--- src/jlink_pkg.sv ---
package jlink_pkg;
	// ****************************************
	// Register map
	// ****************************************
	localparam logic [11:0] LINK_IDENTIFIER_OFFSET = 12'h206;
	localparam logic [11:0] FRAME_END_CHARACTER_SELECT_OFFSET = 12'h207;
	localparam logic [11:0] LINK_AND_PLL_STATUS_OFFSET = 12'h208;
	localparam logic [7:0] LINK_IDENTIFIER_RESET = 8'h00;
	localparam logic [7:0] FRAME_END_CHARACTER_SELECT_RESET = 8'h00;
	localparam logic [7:0] LINK_AND_PLL_STATUS_RESET = 8'h00;
	// ****************************************
	// Status bit positions
	// ****************************************
	localparam int STAT_LINK_UP_BIT = 6;
	localparam int STAT_SYNC_BIT = 5;
	localparam int STAT_REALIGNED_BIT = 4;
	localparam int STAT_MF_PHASE_BIT = 3;
	localparam int STAT_SER_PLL_BIT = 2;
	localparam int STAT_CONV_PLL_BIT = 0;
	localparam logic [7:0] STATUS_W1C_MASK = 8'h18;
	// ****************************************
	// Comma selections and 8B/10B control codes
	// ****************************************
	localparam logic [1:0] COMMA_SEL_K28_7 = 2'h0;
	localparam logic [1:0] COMMA_SEL_K28_1 = 2'h1;
	localparam logic [1:0] COMMA_SEL_K28_5 = 2'h2;
	localparam logic [7:0] K28_7_CODE = 8'hFC;
	localparam logic [7:0] K28_1_CODE = 8'h3C;
	localparam logic [7:0] K28_5_CODE = 8'hBC;
	// ****************************************
	// Controller registers
	// ****************************************
	localparam logic [3:0] CTL_ADDR_OFFSET = 4'h0;
	localparam logic [3:0] CTL_WDATA_OFFSET = 4'h1;
	localparam logic [3:0] CTL_CMD_OFFSET = 4'h2;
	localparam logic [3:0] CTL_RDATA_OFFSET = 4'h3;
	localparam logic [3:0] CTL_IRQ_STATUS_OFFSET = 4'h4;
	localparam logic [3:0] CTL_IRQ_MASK_OFFSET = 4'h5;
	localparam int CMD_WRITE_BIT = 0;
	localparam int CMD_READ_BIT = 1;
	localparam int IRQ_DONE_BIT = 0;
	localparam int IRQ_REFUSED_BIT = 1;
	localparam logic [7:0] CTL_RESET = 8'h00;

	function automatic logic [7:0] comma_code(input logic [1:0] sel);
		unique case (sel)
			COMMA_SEL_K28_1: comma_code = K28_1_CODE;
			COMMA_SEL_K28_5: comma_code = K28_5_CODE;
			default: comma_code = K28_7_CODE;
		endcase
	endfunction
endpackage

--- src/jlink_if.sv ---
`timescale 1ns/1ns
interface jlink_if;
	logic [11:0] addr;
	logic [7:0] wdata;
	logic wr;
	logic rd;
	logic [7:0] rdata;
	modport device (input addr, input wdata, input wr, input rd, output rdata);
	modport host (output addr, output wdata, output wr, output rd, input rdata);
endinterface

--- src/jlink_regs.sv ---
// Decided for this implementation: strobed register access.
`timescale 1ns/1ns
// Overview of operation
// - Link identifier goes into second ILA multiframe
// - Change selections only while link disabled
// - Comma select: 0 K28.7, 1 K28.1, 2 K28.5
// - Comma sent opportunistically, 8B/10B modes only
// - Keep default comma for standard receivers
// - Bit 6 shows link up
// - Bit 5 shows live sync request state
// - Bit 4 set on realignment, write-one clears
// - Bit 3 set by first SYSREF after enable
// - Bit 2 shows serializer PLL lock
// - Bit 0 shows converter PLL lock
// - Software writes zero into reserved select bits
module jlink_regs
	import jlink_pkg::*;
(
	input wire logic clk_sys_i,
	input wire logic rst_i,
	input wire logic ce_i,
	jlink_if.device bus,
	input wire logic link_enable_control_i,
	input wire logic link_up_i,
	input wire logic sync_n_i,
	input wire logic sysref_realign_i,
	input wire logic sysref_event_i,
	input wire logic serializer_pll_lock_flag_i,
	input wire logic converter_pll_lock_flag_i,
	input wire logic ila_mf2_i,
	input wire logic frame_end_slot_i,
	input wire logic mode_8b10b_i,
	output logic [7:0] link_identifier_field_o,
	output logic [7:0] ila_mf2_byte_o,
	output logic [7:0] frame_end_char_o,
	output logic frame_end_is_k_o
);
	// ****************************************
	// Pin synchronisers
	// ****************************************
	logic [6:0] sync1_reg, sync2_reg;
	always_ff @(posedge clk_sys_i) begin
		if (rst_i) begin
			sync1_reg <= 7'h00;
			sync2_reg <= 7'h00;
		end else if (ce_i) begin
			sync1_reg <= {link_up_i, sync_n_i, sysref_realign_i, sysref_event_i,
				serializer_pll_lock_flag_i, converter_pll_lock_flag_i, link_enable_control_i};
			sync2_reg <= sync1_reg;
		end
	end
	logic s_link_up, s_sync_n, s_realign, s_sysref, s_spll, s_cpll, s_en;
	assign {s_link_up, s_sync_n, s_realign, s_sysref, s_spll, s_cpll, s_en} = sync2_reg;

	// ****************************************
	// Configuration fields
	// ****************************************
	logic [7:0] link_identifier_field_reg, link_identifier_field_next;
	logic [1:0] frame_end_comma_select_reg, frame_end_comma_select_next;
	logic wr_id, wr_sel, wr_stat;

	always_comb begin
		wr_id = bus.wr && (bus.addr == LINK_IDENTIFIER_OFFSET);
		wr_sel = bus.wr && (bus.addr == FRAME_END_CHARACTER_SELECT_OFFSET);
		wr_stat = bus.wr && (bus.addr == LINK_AND_PLL_STATUS_OFFSET);
		link_identifier_field_next = link_identifier_field_reg;
		frame_end_comma_select_next = frame_end_comma_select_reg;
		if (wr_id) begin
			link_identifier_field_next = bus.wdata;
		end
		if (wr_sel) begin
			frame_end_comma_select_next = bus.wdata[1:0];
		end
	end

	always_ff @(posedge clk_sys_i) begin
		if (rst_i) begin
			link_identifier_field_reg <= LINK_IDENTIFIER_RESET;
			frame_end_comma_select_reg <= FRAME_END_CHARACTER_SELECT_RESET[1:0];
		end else if (ce_i) begin
			link_identifier_field_reg <= link_identifier_field_next;
			frame_end_comma_select_reg <= frame_end_comma_select_next;
		end
	end

	// ****************************************
	// Sticky SYSREF flags
	// ****************************************
	logic realigned_reg, realigned_next;
	logic multiframe_phase_set_flag_reg, multiframe_phase_set_flag_next;
	logic armed_reg, armed_next;
	logic sysref_d_reg, sysref_d_next;
	logic realign_d_reg, realign_d_next;
	logic sysref_rise, realign_rise;

	always_comb begin
		sysref_d_next = s_sysref;
		realign_d_next = s_realign;
		sysref_rise = s_sysref && !sysref_d_reg;
		realign_rise = s_realign && !realign_d_reg;
		// Set wins over a same-cycle clear; zero writes leave bits alone
		realigned_next = realigned_reg;
		if (wr_stat && bus.wdata[STAT_REALIGNED_BIT]) begin
			realigned_next = 1'b0;
		end
		if (realign_rise) begin
			realigned_next = 1'b1;
		end
		// Rearmed while disabled, spent by the first SYSREF after enable
		armed_next = s_en ? armed_reg : 1'b1;
		multiframe_phase_set_flag_next = multiframe_phase_set_flag_reg;
		if (wr_stat && bus.wdata[STAT_MF_PHASE_BIT]) begin
			multiframe_phase_set_flag_next = 1'b0;
		end
		if (s_en && armed_reg && sysref_rise) begin
			multiframe_phase_set_flag_next = 1'b1;
			armed_next = 1'b0;
		end
	end

	always_ff @(posedge clk_sys_i) begin
		if (rst_i) begin
			realigned_reg <= 1'b0;
			multiframe_phase_set_flag_reg <= 1'b0;
			armed_reg <= 1'b1;
			sysref_d_reg <= 1'b0;
			realign_d_reg <= 1'b0;
		end else if (ce_i) begin
			realigned_reg <= realigned_next;
			multiframe_phase_set_flag_reg <= multiframe_phase_set_flag_next;
			armed_reg <= armed_next;
			sysref_d_reg <= sysref_d_next;
			realign_d_reg <= realign_d_next;
		end
	end

	// ****************************************
	// Status and read port
	// ****************************************
	logic [7:0] status_now;
	logic [7:0] rdata_reg, rdata_next;

	always_comb begin
		status_now = LINK_AND_PLL_STATUS_RESET;
		status_now[STAT_LINK_UP_BIT] = s_link_up;
		status_now[STAT_SYNC_BIT] = s_sync_n;
		status_now[STAT_REALIGNED_BIT] = realigned_reg;
		status_now[STAT_MF_PHASE_BIT] = multiframe_phase_set_flag_reg;
		status_now[STAT_SER_PLL_BIT] = s_spll;
		status_now[STAT_CONV_PLL_BIT] = s_cpll;
	end

	always_comb begin
		rdata_next = 8'h00;
		if (bus.rd) begin
			unique case (bus.addr)
				LINK_IDENTIFIER_OFFSET: rdata_next = link_identifier_field_reg;
				FRAME_END_CHARACTER_SELECT_OFFSET: rdata_next = {6'h00, frame_end_comma_select_reg};
				LINK_AND_PLL_STATUS_OFFSET: rdata_next = status_now;
				default: rdata_next = 8'h00;
			endcase
		end
	end

	always_ff @(posedge clk_sys_i) begin
		if (rst_i) begin
			rdata_reg <= 8'h00;
		end else if (ce_i) begin
			rdata_reg <= rdata_next;
		end
	end

	assign bus.rdata = rdata_reg;

	// ****************************************
	// Link side outputs
	// ****************************************
	logic [7:0] ila_reg, ila_next;
	logic [7:0] fe_char_reg, fe_char_next;
	logic fe_k_reg, fe_k_next;

	always_comb begin
		ila_next = ila_mf2_i ? link_identifier_field_reg : 8'h00;
		fe_k_next = frame_end_slot_i && mode_8b10b_i;
		fe_char_next = fe_k_next ? comma_code(frame_end_comma_select_reg) : 8'h00;
	end

	always_ff @(posedge clk_sys_i) begin
		if (rst_i) begin
			ila_reg <= 8'h00;
			fe_char_reg <= 8'h00;
			fe_k_reg <= 1'b0;
		end else if (ce_i) begin
			ila_reg <= ila_next;
			fe_char_reg <= fe_char_next;
			fe_k_reg <= fe_k_next;
		end
	end

	// ****************************************
	// Outputs
	// ****************************************
	assign link_identifier_field_o = link_identifier_field_reg;
	assign ila_mf2_byte_o = ila_reg;
	assign frame_end_char_o = fe_char_reg;
	assign frame_end_is_k_o = fe_k_reg;
endmodule

--- src/flat_wrapper.sv ---
// flat-port wrapper written by rule: the top's interface ports become plain ports
module jlink_regs_flat import jlink_pkg::*;
  (clk_sys_i, rst_i, ce_i, link_enable_control_i, link_up_i, sync_n_i, sysref_realign_i, sysref_event_i, serializer_pll_lock_flag_i, converter_pll_lock_flag_i, ila_mf2_i, frame_end_slot_i, mode_8b10b_i, link_identifier_field_o, ila_mf2_byte_o, frame_end_char_o, frame_end_is_k_o, bus_addr, bus_wdata, bus_wr, bus_rd, bus_rdata);
  jlink_if bus_i ();
  input wire logic clk_sys_i;
  input wire logic rst_i;
  input wire logic ce_i;
  input wire logic link_enable_control_i;
  input wire logic link_up_i;
  input wire logic sync_n_i;
  input wire logic sysref_realign_i;
  input wire logic sysref_event_i;
  input wire logic serializer_pll_lock_flag_i;
  input wire logic converter_pll_lock_flag_i;
  input wire logic ila_mf2_i;
  input wire logic frame_end_slot_i;
  input wire logic mode_8b10b_i;
  output logic [7:0] link_identifier_field_o;
  output logic [7:0] ila_mf2_byte_o;
  output logic [7:0] frame_end_char_o;
  output logic frame_end_is_k_o;
  input wire logic [$bits(bus_i.addr)-1:0] bus_addr;
  input wire logic [$bits(bus_i.wdata)-1:0] bus_wdata;
  input wire logic [$bits(bus_i.wr)-1:0] bus_wr;
  input wire logic [$bits(bus_i.rd)-1:0] bus_rd;
  output wire logic [$bits(bus_i.rdata)-1:0] bus_rdata;
  assign bus_i.addr = bus_addr;
  assign bus_i.wdata = bus_wdata;
  assign bus_i.wr = bus_wr;
  assign bus_i.rd = bus_rd;
  assign bus_rdata = bus_i.rdata;
  jlink_regs u_core (.clk_sys_i(clk_sys_i), .rst_i(rst_i), .ce_i(ce_i), .bus(bus_i), .link_enable_control_i(link_enable_control_i), .link_up_i(link_up_i), .sync_n_i(sync_n_i), .sysref_realign_i(sysref_realign_i), .sysref_event_i(sysref_event_i), .serializer_pll_lock_flag_i(serializer_pll_lock_flag_i), .converter_pll_lock_flag_i(converter_pll_lock_flag_i), .ila_mf2_i(ila_mf2_i), .frame_end_slot_i(frame_end_slot_i), .mode_8b10b_i(mode_8b10b_i), .link_identifier_field_o(link_identifier_field_o), .ila_mf2_byte_o(ila_mf2_byte_o), .frame_end_char_o(frame_end_char_o), .frame_end_is_k_o(frame_end_is_k_o));
endmodule
--- config.mk ---
export PLATFORM = sky130hd
export DESIGN_NAME = jlink_regs_flat
export DESIGN_NICKNAME = d
export VERILOG_FILES = /design/src/jlink_pkg.sv /design/src/jlink_if.sv /design/src/jlink_regs.sv /design/src/flat_wrapper.sv
export SDC_FILE = /design/constraint.sdc
export NUM_CORES = 1
export LEC_CHECK = 0
export BUFFER_PORTS_ARGS = -buffer_cell sky130_fd_sc_hd__buf_2
export CORE_MARGIN = 10
export CORE_UTILIZATION = 50
export CTS_BUF_LIST = sky130_fd_sc_hd__clkbuf_16
export CTS_CLUSTER_DIAMETER = 150
export DETAILED_ROUTE_END_ITERATION = 7
export GPL_ROUTABILITY_DRIVEN = 0
export GPL_TIMING_DRIVEN = 0
export PLACE_DENSITY = 0.8
export SLEW_MARGIN = 20
export SYNTH_ARGS = -nofsm -noshare
export SYNTH_HDL_FRONTEND = slang
export SYNTH_SLANG_ARGS = --single-unit
--- constraint.sdc ---
create_clock -name clk_sys_i -period 2.65 [get_ports clk_sys_i]
set_input_delay 0 -clock clk_sys_i [delete_from_list [all_inputs] [get_ports clk_sys_i]]
set_output_delay 0 -clock clk_sys_i [all_outputs]
set_load 0.005 [all_outputs]
## Word level (Yosys, flattened, before mapping)

Cells that the tools add are included.

- Equality and inequality tests: 6
- Muxes and demuxes: 11
- Reduce and logical (&&, ||, !) cells: 19

Operator list:

| kind | count |
|---|---|
| $eq 12x10->1 const B | 3 |
| $mux 8 | 3 |
| $pmux 8 s3 | 1 |
| $pmux 8 s2 | 1 |
| $logic_and 1x1->1 | 10 |
| $reduce_and 2->1 | 5 |
| $mux 1 | 6 |
| $reduce_bool 2->1 | 2 |
| $eq 2x1->1 const B | 1 |
| $eq 2x2->1 const B | 1 |
| $logic_not 1->1 | 2 |
| $ne 2x2->1 const B | 1 |

- Register bits: 54
- Bits of input ports: 35
- Output and inout bits: 33
- Logic and storage cells: 49

## Logic depth before layout (Yosys ltp)

Gate-level depths: netlist of the first run.

- Word-level depth: 5
- Gate-level depth with buffers: 5
- Gate-level depth less buffers: 4

## Worst setup path after synthesis of the first run

Ideal clock, no wire load.

- Kind: input -> register
- From: input bus_addr[8]
- To: register u_core.rdata_reg[1] (netlist: u_core.bus.rdata[1])
- Setup time: 0.084 ns
- Arrival time: 1.400 ns
- Required time: 2.566 ns
- Setup slack: 1.165 ns
- Cell stages on the path: 4
- Buffers on the path: 1
- Path through: or4b_4 > or4_4 > buf_6 > o31ai_2

- Cells in the longest elaborated chain, start to end: 3
- Elaborated cells on any way between the ends: 5
- Those cells by class: eq/ne: 3; mux: 2

Ends and longest elaborated chain:

| item | RTL line | RTL |
|---|---|---|
| start: declaration | flat_wrapper.sv:22 | `input wire logic [$bits(bus_i.addr)-1:0] bus_addr;` |
| $eq 12x10->1 | jlink_regs.sv:156 | `unique case (bus.addr)` |
| $pmux 8 s3 * | jlink_regs.sv:156 |  |
| $mux 8 * | jlink_regs.sv:155 | `if (bus.rd) begin` |
| end signal: assignment | jlink_regs.sv:169 | `rdata_reg <= rdata_next;` |
| end: declaration | jlink_regs.sv:141 | `logic [7:0] rdata_reg, rdata_next;` |

Mark *: on every way between the ends. The rest lies on a longest branch, timed or not.
A chain may end at the register's enable or synchronous reset.

## Final worst setup path of the first run

Same ends and word-level chain as after synthesis.

==> results.yml, run 1 <==
synthesis:
  yosys-top-cells-area: "dfxtp_1 (47%), mux2i_1 (14%), nand2b_1 (8.9%), a21oi_1 (3.2%), nor2_1 (3.1%)"
  synthCells: 214
  synth_top_family_by_area: "simple AND/OR/NAND/NOR gates"
  synth-edff-count: 0
  synth_mux_area_share_pct: 13.7
  synthSimpleGateAreaFrac_pct: 23.7
  syn_area_per_cell_um2: 9.54
  synth.top_cell.area_share_pct: 47.1
  synthAdderAreaFrac_pct: 0.613
  ys_async_sr_fraction_pct: 0
  synth_xor_area_share_pct: 0
  synth_most_common_cell: "dfxtp_1"
  syn_area_um2: 2040
  synth-main-ff-cell: "dfxtp_1"
  yosys.area.top_type: "dfxtp_1"
  synth.distinct_cells: 33
  ys.warnings.count: 0
  synth-seq-area-share_pct: 47.1
  synth_compound_area_share_pct: 9.14
  synth_common_cells: "dfxtp_1 (48), nand2b_1 (29), mux2i_1 (28), nor2_1 (17), a21oi_1 (13)"
  ys_ff_latch: 48
global_route:
  grt_max_degree: 14
  grt_pass1_vias: 1797
  antenna_found_initial: 0
  grt_usage_pct: 15.0
  grt_first_pass_wirelength_um: 8810
  grt-ovfl-total: 0
routing:
  ant_nets: 0
  drt-vias-per-instance: 5.08
  routed_wl_um: 5320
  drt_iter0_drc: 59
  dr.pass1.iters: 4
  num_vias: 1763
  wl_per_cell_um: 15.3
  route.detailed.drc: 0
worst_setup_path:
  path_buf_inv: 2
  reg2reg_to: "u_core.frame_end_char_o[6]"
  cp_slowest_cell: "or4b_4"
  cp-endpoint: "u_core.bus.rdata[1]"
  rr_worst_depth: 4
  cp_max_fo: 8
  crit_path_start: "bus_addr[8]"
  crit_required_ns: 2.85
  r2r-start: "u_core.frame_end_comma_select_reg[1]"
  crit_chain: "buf_2 > or4b_4 > or4_4 > buf_6 > o31ai_2"
  start_kind: "input port"
  reg2reg_slack_ns: 1.61
  crit_path_end_kind: "register"
  crit_path_max_incr_delay_ns: 0.57
  criticalPathCategory: "input port to register"
  cp.depth: 5
  crit_family: "simple AND/OR/NAND/NOR gates"
  crit_arrival_ns: 1.55
run:
  drv_cap: 0
final_layout:
  final_nets: 333
  drive_above_1_share_pct: 28.3
  syn2layout_area_growth_pct: 31.1
  multi_input_area_um2: 970
  antenna-diode-count: 0
  seqCellArea_um2: 961
  n_fill_cell: 334
clocking:
  clkTransAtPathRegs_ns: 0.06
  cts_repair_resize_count: 0
  root_buffer: "clkbuf_16"
  tritoncts: "done"
  worstSkewPairLatency_ns: 0.29
  clock_path_buffers: 2
  htree_levels: 2
  cts.sinks: 48
  cts_made_buffers: 5
floorplanning:
  coreArea_um2: 3970
  die_w_um: 83.9
  ios: 68
  initial_utilization_pct: 51.4
  rows: 23
  die_area_um2: 7040
  die_y_um: 83.9
sta:
  tightest_slew_ns: 1.02
  hold_violations: 0
  fin_worst_skew_ns: 0.00546
  layout_worst_path_cycle_share_pct: 50.9
  worst_slack_ns: 1.30
  relSlewSlack_pct: 30.8
  setup_viol: 0
  fmax_mhz: 741
  grt_setup_unrepaired: "false"
  timing.final.crit_period_ns: 1.35
  setup_tns_ns: 0
  slew_viol_final: 0
placed_design:
  portBuffers: 63
  post-place-ws_ns: 1.01
  dp_hpwl_um: 4010
outcome:
  outcome: "complete, no violations"
power_and_ir_drop:
  power_density_nw_per_um2: 544
  leakage_nw: 1.15
  total_power_mw: 1.46
  ir_drop_v: 0.000506
min_path:
  hold_path.class: "input port to register"
[power by group]
group | switching [mW] | internal, mW
registers | 0.00814 | 0.734
logic | 0.0599 | 0.0663
clock network | 0.249 | 0.339
[worst reg2reg max path, stage by stage (launching register included)]
cell and delay [ns]:
dfxtp_1 0.36, inv_1 0.05, ha_1 0.26, nand4_1 0.10, a21oi_1 0.19
[final cells by class]
class                   count  share of cell area (%)
plain buffers              20                    3.97
clock buffers               5                    4.68
clock inverters             2                   0.327
inverters                   2                   0.281
multi-input cells         145                    36.2
flip-flops and latches     48                    35.9
well taps                  50                    2.34
repair buffers             75                    16.3
[logic make-up (layout without fill, tap and decap cells)]
logic type	count (synthesis)	after routing
simple gates	84	84
flops	48	48
compound gates	30	30
mux	28	28
buf+inv	22	104
fa+ha+maj	1	1
other cells	1	2
[metal layers]
layer,share of wire [%],up-vias,global-route usage (%)
met4,1.1,0,3.65
li1,-,895,-
met5,0,-,0
met1,42,815,17.1
met2,51,45,25.4
met3,5.9,8,5.76
[through the flow]
stage / hold slack (ns) / std cells / instance area, um2 / util (%)
2_1_floorplan: 0.147 / 215 / 2040 / -
3_3_place_gp: 0.234 / 328 / 2420 / 61.0
3_5_place_dp: 0.243 / 328 / 2420 / 61.0
4_1_cts: 0.0119 / 347 / 2680 / 67.4
5_1_grt: 0.0302 / 347 / 2680 / 67.4
6_report: 0.0136 / 347 / 2680 / 67.4
[placed cells by master (no fill, tap or decap), drive strengths merged]
cell / instances
nand2: 11
o41ai: 2
a21oi: 13
ha: 1
nor4: 1
nand4b: 1
nor2: 17
nand4: 1
nand3: 12
and2: 1
o21ai: 7
clkinv: 1
inv: 3
dlygate4sd3: 12
conb: 2
a22oi: 5
dfxtp: 48
nand2b: 29
or4b: 2
or4: 2
a2bb2oi: 1
clkbuf: 13
and4bb: 2
nand3b: 3
a221o: 1
or2: 1
nor4b: 1
buf: 75
mux2i: 28
o31ai: 1
[timing repair]
action / 4_1_cts / 5_1_grt
buffers inserted: 0 / 0
hold endpoints to repair: 12 / 0
setup endpoints to repair: 0 / 0
hold buffers: 12 / 0
[how the worst min path moves through the flow]
stage	slack (ns)	depth (start not counted)	endpoint	from
floorplan	0.15	2	u_core.sync1_reg[0]	link_enable_control_i
global placement	0.23	3	u_core.sync1_reg[4]	sysref_realign_i
detailed placement	0.24	3	u_core.sync1_reg[4]	sysref_realign_i
CTS	0.01	3	u_core.link_identifier_field_o[4]	bus_wdata[4]
global route	0.03	3	u_core.frame_end_char_o[7]	frame_end_slot_i
finish	0.01	3	u_core.link_identifier_field_o[4]	bus_wdata[4]
(Power assumes the default switching activity.)
==> run 2, diff against run 1 <==
CORE_UTILIZATION = 49   (was 50)
PLACE_DENSITY = 0.79   (was 0.8)
clock period = 1.38 ns   (was 2.65 ns; I/O delays follow)
==> run 2 against run 1 <==
  * Clock skew fell by 0.00060 ns
  * Worst hold slack got worse by 0.010 ns
  * Sequential power rose by 92%
  * Sequential cell count did not move
  * Clock-buffer cell count did not move
  * Register-to-register slack got worse by 1.3 ns
  * Global-route usage fell by 0.15 points
  * Clock power rose by 99%
  * Critical path type unchanged
  * Largest power group unchanged
==> results.yml, run 2 (synthesis results as in run 1) <==
routing:
  wl_per_cell_um: 15.0
  num_vias: 1766
  routed_wl_um: 5220
  route.detailed.drc: 0
  dr.pass1.iters: 4
  ant_nets: 0
  drt-vias-per-instance: 5.07
  drt_iter0_drc: 78
clocking:
  root_buffer: "clkbuf_16"
  tritoncts: "done"
  htree_levels: 2
  worstSkewPairLatency_ns: 0.28
  clock_path_buffers: 2
  cts_made_buffers: 5
  cts_repair_resize_count: 0
  cts.sinks: 48
  clkTransAtPathRegs_ns: 0.06
sta:
  fin_worst_skew_ns: 0.00486
  hold_violations: 0
  setup_viol: 0
  tightest_slew_ns: 0.945
  setup_tns_ns: 0
  hold_ws_ns: 0.00348
  layout_worst_path_cycle_share_pct: 96.1
  grt_setup_unrepaired: "false"
  slew_viol_final: 0
  worst_slack_ns: 0.0538
  timing.final.crit_period_ns: 1.33
  fmax_mhz: 754
  relSlewSlack_pct: 36.1
final_layout:
  n_fill_cell: 352
  layout_commonest_cell: "buf_2"
  antenna-diode-count: 0
  post-route-util_pct: 66.7
  syn2layout_area_growth_pct: 31.6
  mostFrequentLayoutCells: "buf_2 (64), dfxtp_1 (48), nand2b_1 (29)"
  final_nets: 333
  drive_above_1_share_pct: 28.5
worst_setup_path:
  criticalPathCategory: "input port to register"
  start_kind: "input port"
  cp_max_fo: 8
  crit_arrival_ns: 1.53
  crit_required_ns: 1.58
  crit_path_end_kind: "register"
global_route:
  grt_usage_pct: 14.8
  grt_pass1_vias: 1819
  grt_first_pass_wirelength_um: 8980
  antenna_found_initial: 0
  grt_max_degree: 16
  grt-ovfl-total: 0
floorplanning:
  ios: 68
  die_area_um2: 7150
  initial_utilization_pct: 50.7
  rows: 23
  die_y_um: 84.5
  coreArea_um2: 4030
  die_w_um: 84.5
run:
  drv_cap: 0
power_and_ir_drop:
  total_power_mw: 2.83
  leakage_nw: 1.14
  power_density_nw_per_um2: 1050
  ir_drop_v: 0.000802
placed_design:
  post-place-ws_ns: -0.227
  portBuffers: 63
  dp_hpwl_um: 3980
outcome:
  outcome: "complete, no violations"
min_path:
  hold_path.class: "input port to register"
run 2: cell count changes in the layout (fill, tap and decap cells not counted), sizes merged:
cell	before	now
clkinvlp	0	2
inv	3	2
run 2: metal layers:
metal,GRT usage [%],vias to the layer above,routed length (um)
met2,25.3,52,2570
li1,-,900,-
met3,5.89,6,403
met4,4.04,0,42
met1,16.7,808,2200
met5,0,-,0
run 2: path summary, 6_finish.rpt:
path | startpoint | endpoint | slack (ns) | cells past startpoint
worst max-delay path | bus_addr[10] | u_core.bus.rdata[1] | 0.05 | 5
worst min-delay path | bus_wdata[4] | u_core.link_identifier_field_o[4] | 0.003 | 3
worst max register to register | u_core.frame_end_comma_select_reg[1] | u_core.frame_end_char_o[6] | 0.31 | 4
worst min register to register | u_core.bus.rdata[2] | u_core.bus.rdata[2] | 0.45 | 2
run 2: report_power, final:
group          switching [mW]  internal, mW
Combinational           0.114         0.127
Clock                   0.503         0.664
Sequential             0.0157          1.41
run 2: final cells by class:
cell class                      count  area [um2]  share of cell area [%]
Timing Repair Buffer               75         435                    16.2
Multi-Input combinational cell    145         970                    36.1
Tap cell                           50        62.6                    2.33
Buffer                             20         106                    3.96
Inverter                            2        7.51                   0.279
Clock buffer                        5         125                    4.66
Clock inverter                      3        18.8                   0.699
Sequential cell                    48         961                    35.8
run 2: repair_timing:
item / 4_1_cts / 5_1_grt
hold buffers: 12 / 0
endpoints found under the hold margin: 12 / 0
setup buffers: 0 / 0
run 2: stage by stage:
step / instances / instance area (um2)
6_report: 348 / 2690
5_1_grt: 348 / 2690
4_1_cts: 348 / 2690
3_5_place_dp: 328 / 2420
3_3_place_gp: 328 / 2420
2_1_floorplan: 215 / 2040
run 2: worst max-delay path: stages:
cell and delay [ns]:
buf_2 0.10, or4b_4 0.56, or4_4 0.55, buf_6 0.15, o31ai_2 0.17
==> run 3, diff against run 2 <==
REMOVE_ABC_BUFFERS = 1   (was not set)
==> run 3 against run 2 <==
  * Clock skew is 0.0017 ns lower
  * Critical path depth is 1 lower
  * Fmax is 2.3% higher
  * Critical path type unchanged
  * Largest cell class unchanged
==> results.yml, run 3 (synthesis results as in run 1) <==
global_route:
  grt_first_pass_wirelength_um: 8080
  grt_max_degree: 51
  antenna_found_initial: 0
  grt_usage_pct: 13.6
  grt_pass1_vias: 1684
  grt-ovfl-total: 0
floorplanning:
  die_y_um: 84.5
  die_area_um2: 7150
  die_w_um: 84.5
  initial_utilization_pct: 50.7
  coreArea_um2: 4030
  ios: 68
  rows: 23
worst_setup_path:
  crit_path_max_incr_delay_ns: 0.59
  crit_chain: "buf_2 > or4b_4 > or4_4 > o31ai_2"
  start_kind: "input port"
  r2r-start: "u_core.frame_end_comma_select_reg[1]"
  cp_slowest_cell: "or4_4"
  criticalPathCategory: "input port to register"
  cp_max_fo: 8
  crit_required_ns: 1.59
  path_buf_inv: 1
  crit_arrival_ns: 1.50
  reg2reg_slack_ns: 0.36
  crit_path_end_kind: "register"
  rr_worst_depth: 4
  reg2reg_to: "u_core.frame_end_char_o[6]"
  crit_family: "simple AND/OR/NAND/NOR gates"
power_and_ir_drop:
  total_power_mw: 2.79
  ir_drop_v: 0.000623
  leakage_nw: 1.10
  power_density_nw_per_um2: 1070
placed_design:
  portBuffers: 65
  post-place-ws_ns: -0.315
  dp_hpwl_um: 3400
final_layout:
  layout_commonest_cell: "buf_2"
  antenna-diode-count: 0
  drive_above_1_share_pct: 28.1
  syn2layout_area_growth_pct: 27.7
  mostFrequentLayoutCells: "buf_2 (64), dfxtp_1 (48), nand2b_1 (29)"
  final_nets: 316
  n_fill_cell: 359
clocking:
  post_cts_buffers: 0
  worstSkewPairLatency_ns: 0.28
  cts_made_buffers: 5
  htree_levels: 2
  tritoncts: "done"
  clkTransAtPathRegs_ns: 0.06
  cts.sinks: 48
  clock_path_buffers: 2
  root_buffer: "clkbuf_16"
sta:
  fmax_mhz: 771
  grt_setup_unrepaired: "false"
  hold_violations: 0
  fin_worst_skew_ns: 0.00318
  hold_ws_ns: 0.0103
  setup_viol: 0
  slew_viol_final: 0
  timing.final.crit_period_ns: 1.30
  worst_slack_ns: 0.0832
  tightest_slew_ns: 0.765
  layout_worst_path_cycle_share_pct: 94.0
  relSlewSlack_pct: 49.0
  setup_tns_ns: 0
routing:
  route.detailed.drc: 0
  drt-vias-per-instance: 5.03
  num_vias: 1666
  wl_per_cell_um: 14.6
  drt_iter0_drc: 99
  dr.pass1.iters: 4
  routed_wl_um: 4820
  ant_nets: 0
min_path:
  hold_path_end: "u_core.frame_end_char_o[5]"
  min_from: "frame_end_slot_i"
  hold_path.class: "input port to register"
  hold_depth: 3
outcome:
  outcome: "complete, no violations"
run:
  drv_cap: 0
-- run 3: cell types whose count changed in the layout (fill, tap and decap cells not counted), sizes merged --
cell         delta
clkbuf          -8
dlygate4sd3     +1
inv             +1
clkinvlp        -1
buf            -10
-- run 3: timing repair --
item | CTS | global route
gates resized for setup | 1 | 0
endpoints found under the setup margin | 6 | 0
endpoints found under the hold margin | 13 | 0
hold buffers | 13 | 0
-- run 3: area by class of cell --
type | instances | area [um2] | share of cell area, %
multi-input cells | 145 | 976 | 37.5
flip-flops and latches | 48 | 961 | 36.9
repair buffers | 78 | 458 | 17.6
clock buffers | 5 | 125 | 4.80
well taps | 50 | 62.6 | 2.40
clock inverters | 3 | 15.0 | 0.576
inverters | 2 | 7.51 | 0.288
-- run 3: tightest hold or removal path, delay by kind of cell --
kind                   cells  cell delay, ns
buffers and inverters      1            0.12
AOI/OAI and AO/OA          1            0.06
and+or+nand+nor            1            0.08
-- run 3: power breakdown --
part           total, mW  internal [mW]  switching (mW)
Sequential          1.42           1.41          0.0133
Combinational      0.225          0.117           0.107
Clock               1.14          0.658           0.487
-- run 3: how the worst max path moves through the flow --
stage | cells past startpoint | to | from | slack [ns]
floorplan | 3 | u_core.bus.rdata[1] | bus_addr[8] | -0.04
global route | 4 | u_core.frame_end_comma_select_reg[0] | bus_addr[8] | 0.05
detailed placement | 4 | u_core.link_identifier_field_o[6] | ce_i | -0.31
CTS | 4 | u_core.bus.rdata[1] | bus_addr[8] | 0.08
global placement | 4 | u_core.link_identifier_field_o[1] | ce_i | -0.27
finish | 4 | u_core.bus.rdata[1] | bus_addr[8] | 0.08
-- run 3: through the flow --
| stage | instance area (um2) | utilization [%] | cells |
|---|---|---|---|
| 2_1_floorplan | 1940 | - | 195 |
| 3_3_place_gp | 2330 | 57.7 | 310 |
| 3_5_place_dp | 2330 | 57.7 | 310 |
| 4_1_cts | 2600 | 64.5 | 331 |
| 5_1_grt | 2610 | 64.7 | 331 |
| 6_report | 2610 | 64.7 | 331 |
-- run 3: metal layers --
layer | share of wire, % | wire (um) | vias up | global-route usage (%)
met2 | 52 | 2510 | 29 | 22.4
li1 | - | - | 860 | -
met5 | 0 | 0 | - | 0
met1 | 41 | 1970 | 772 | 15.1
met4 | 1.2 | 56 | 0 | 6.14
met3 | 5.9 | 287 | 5 | 5.31
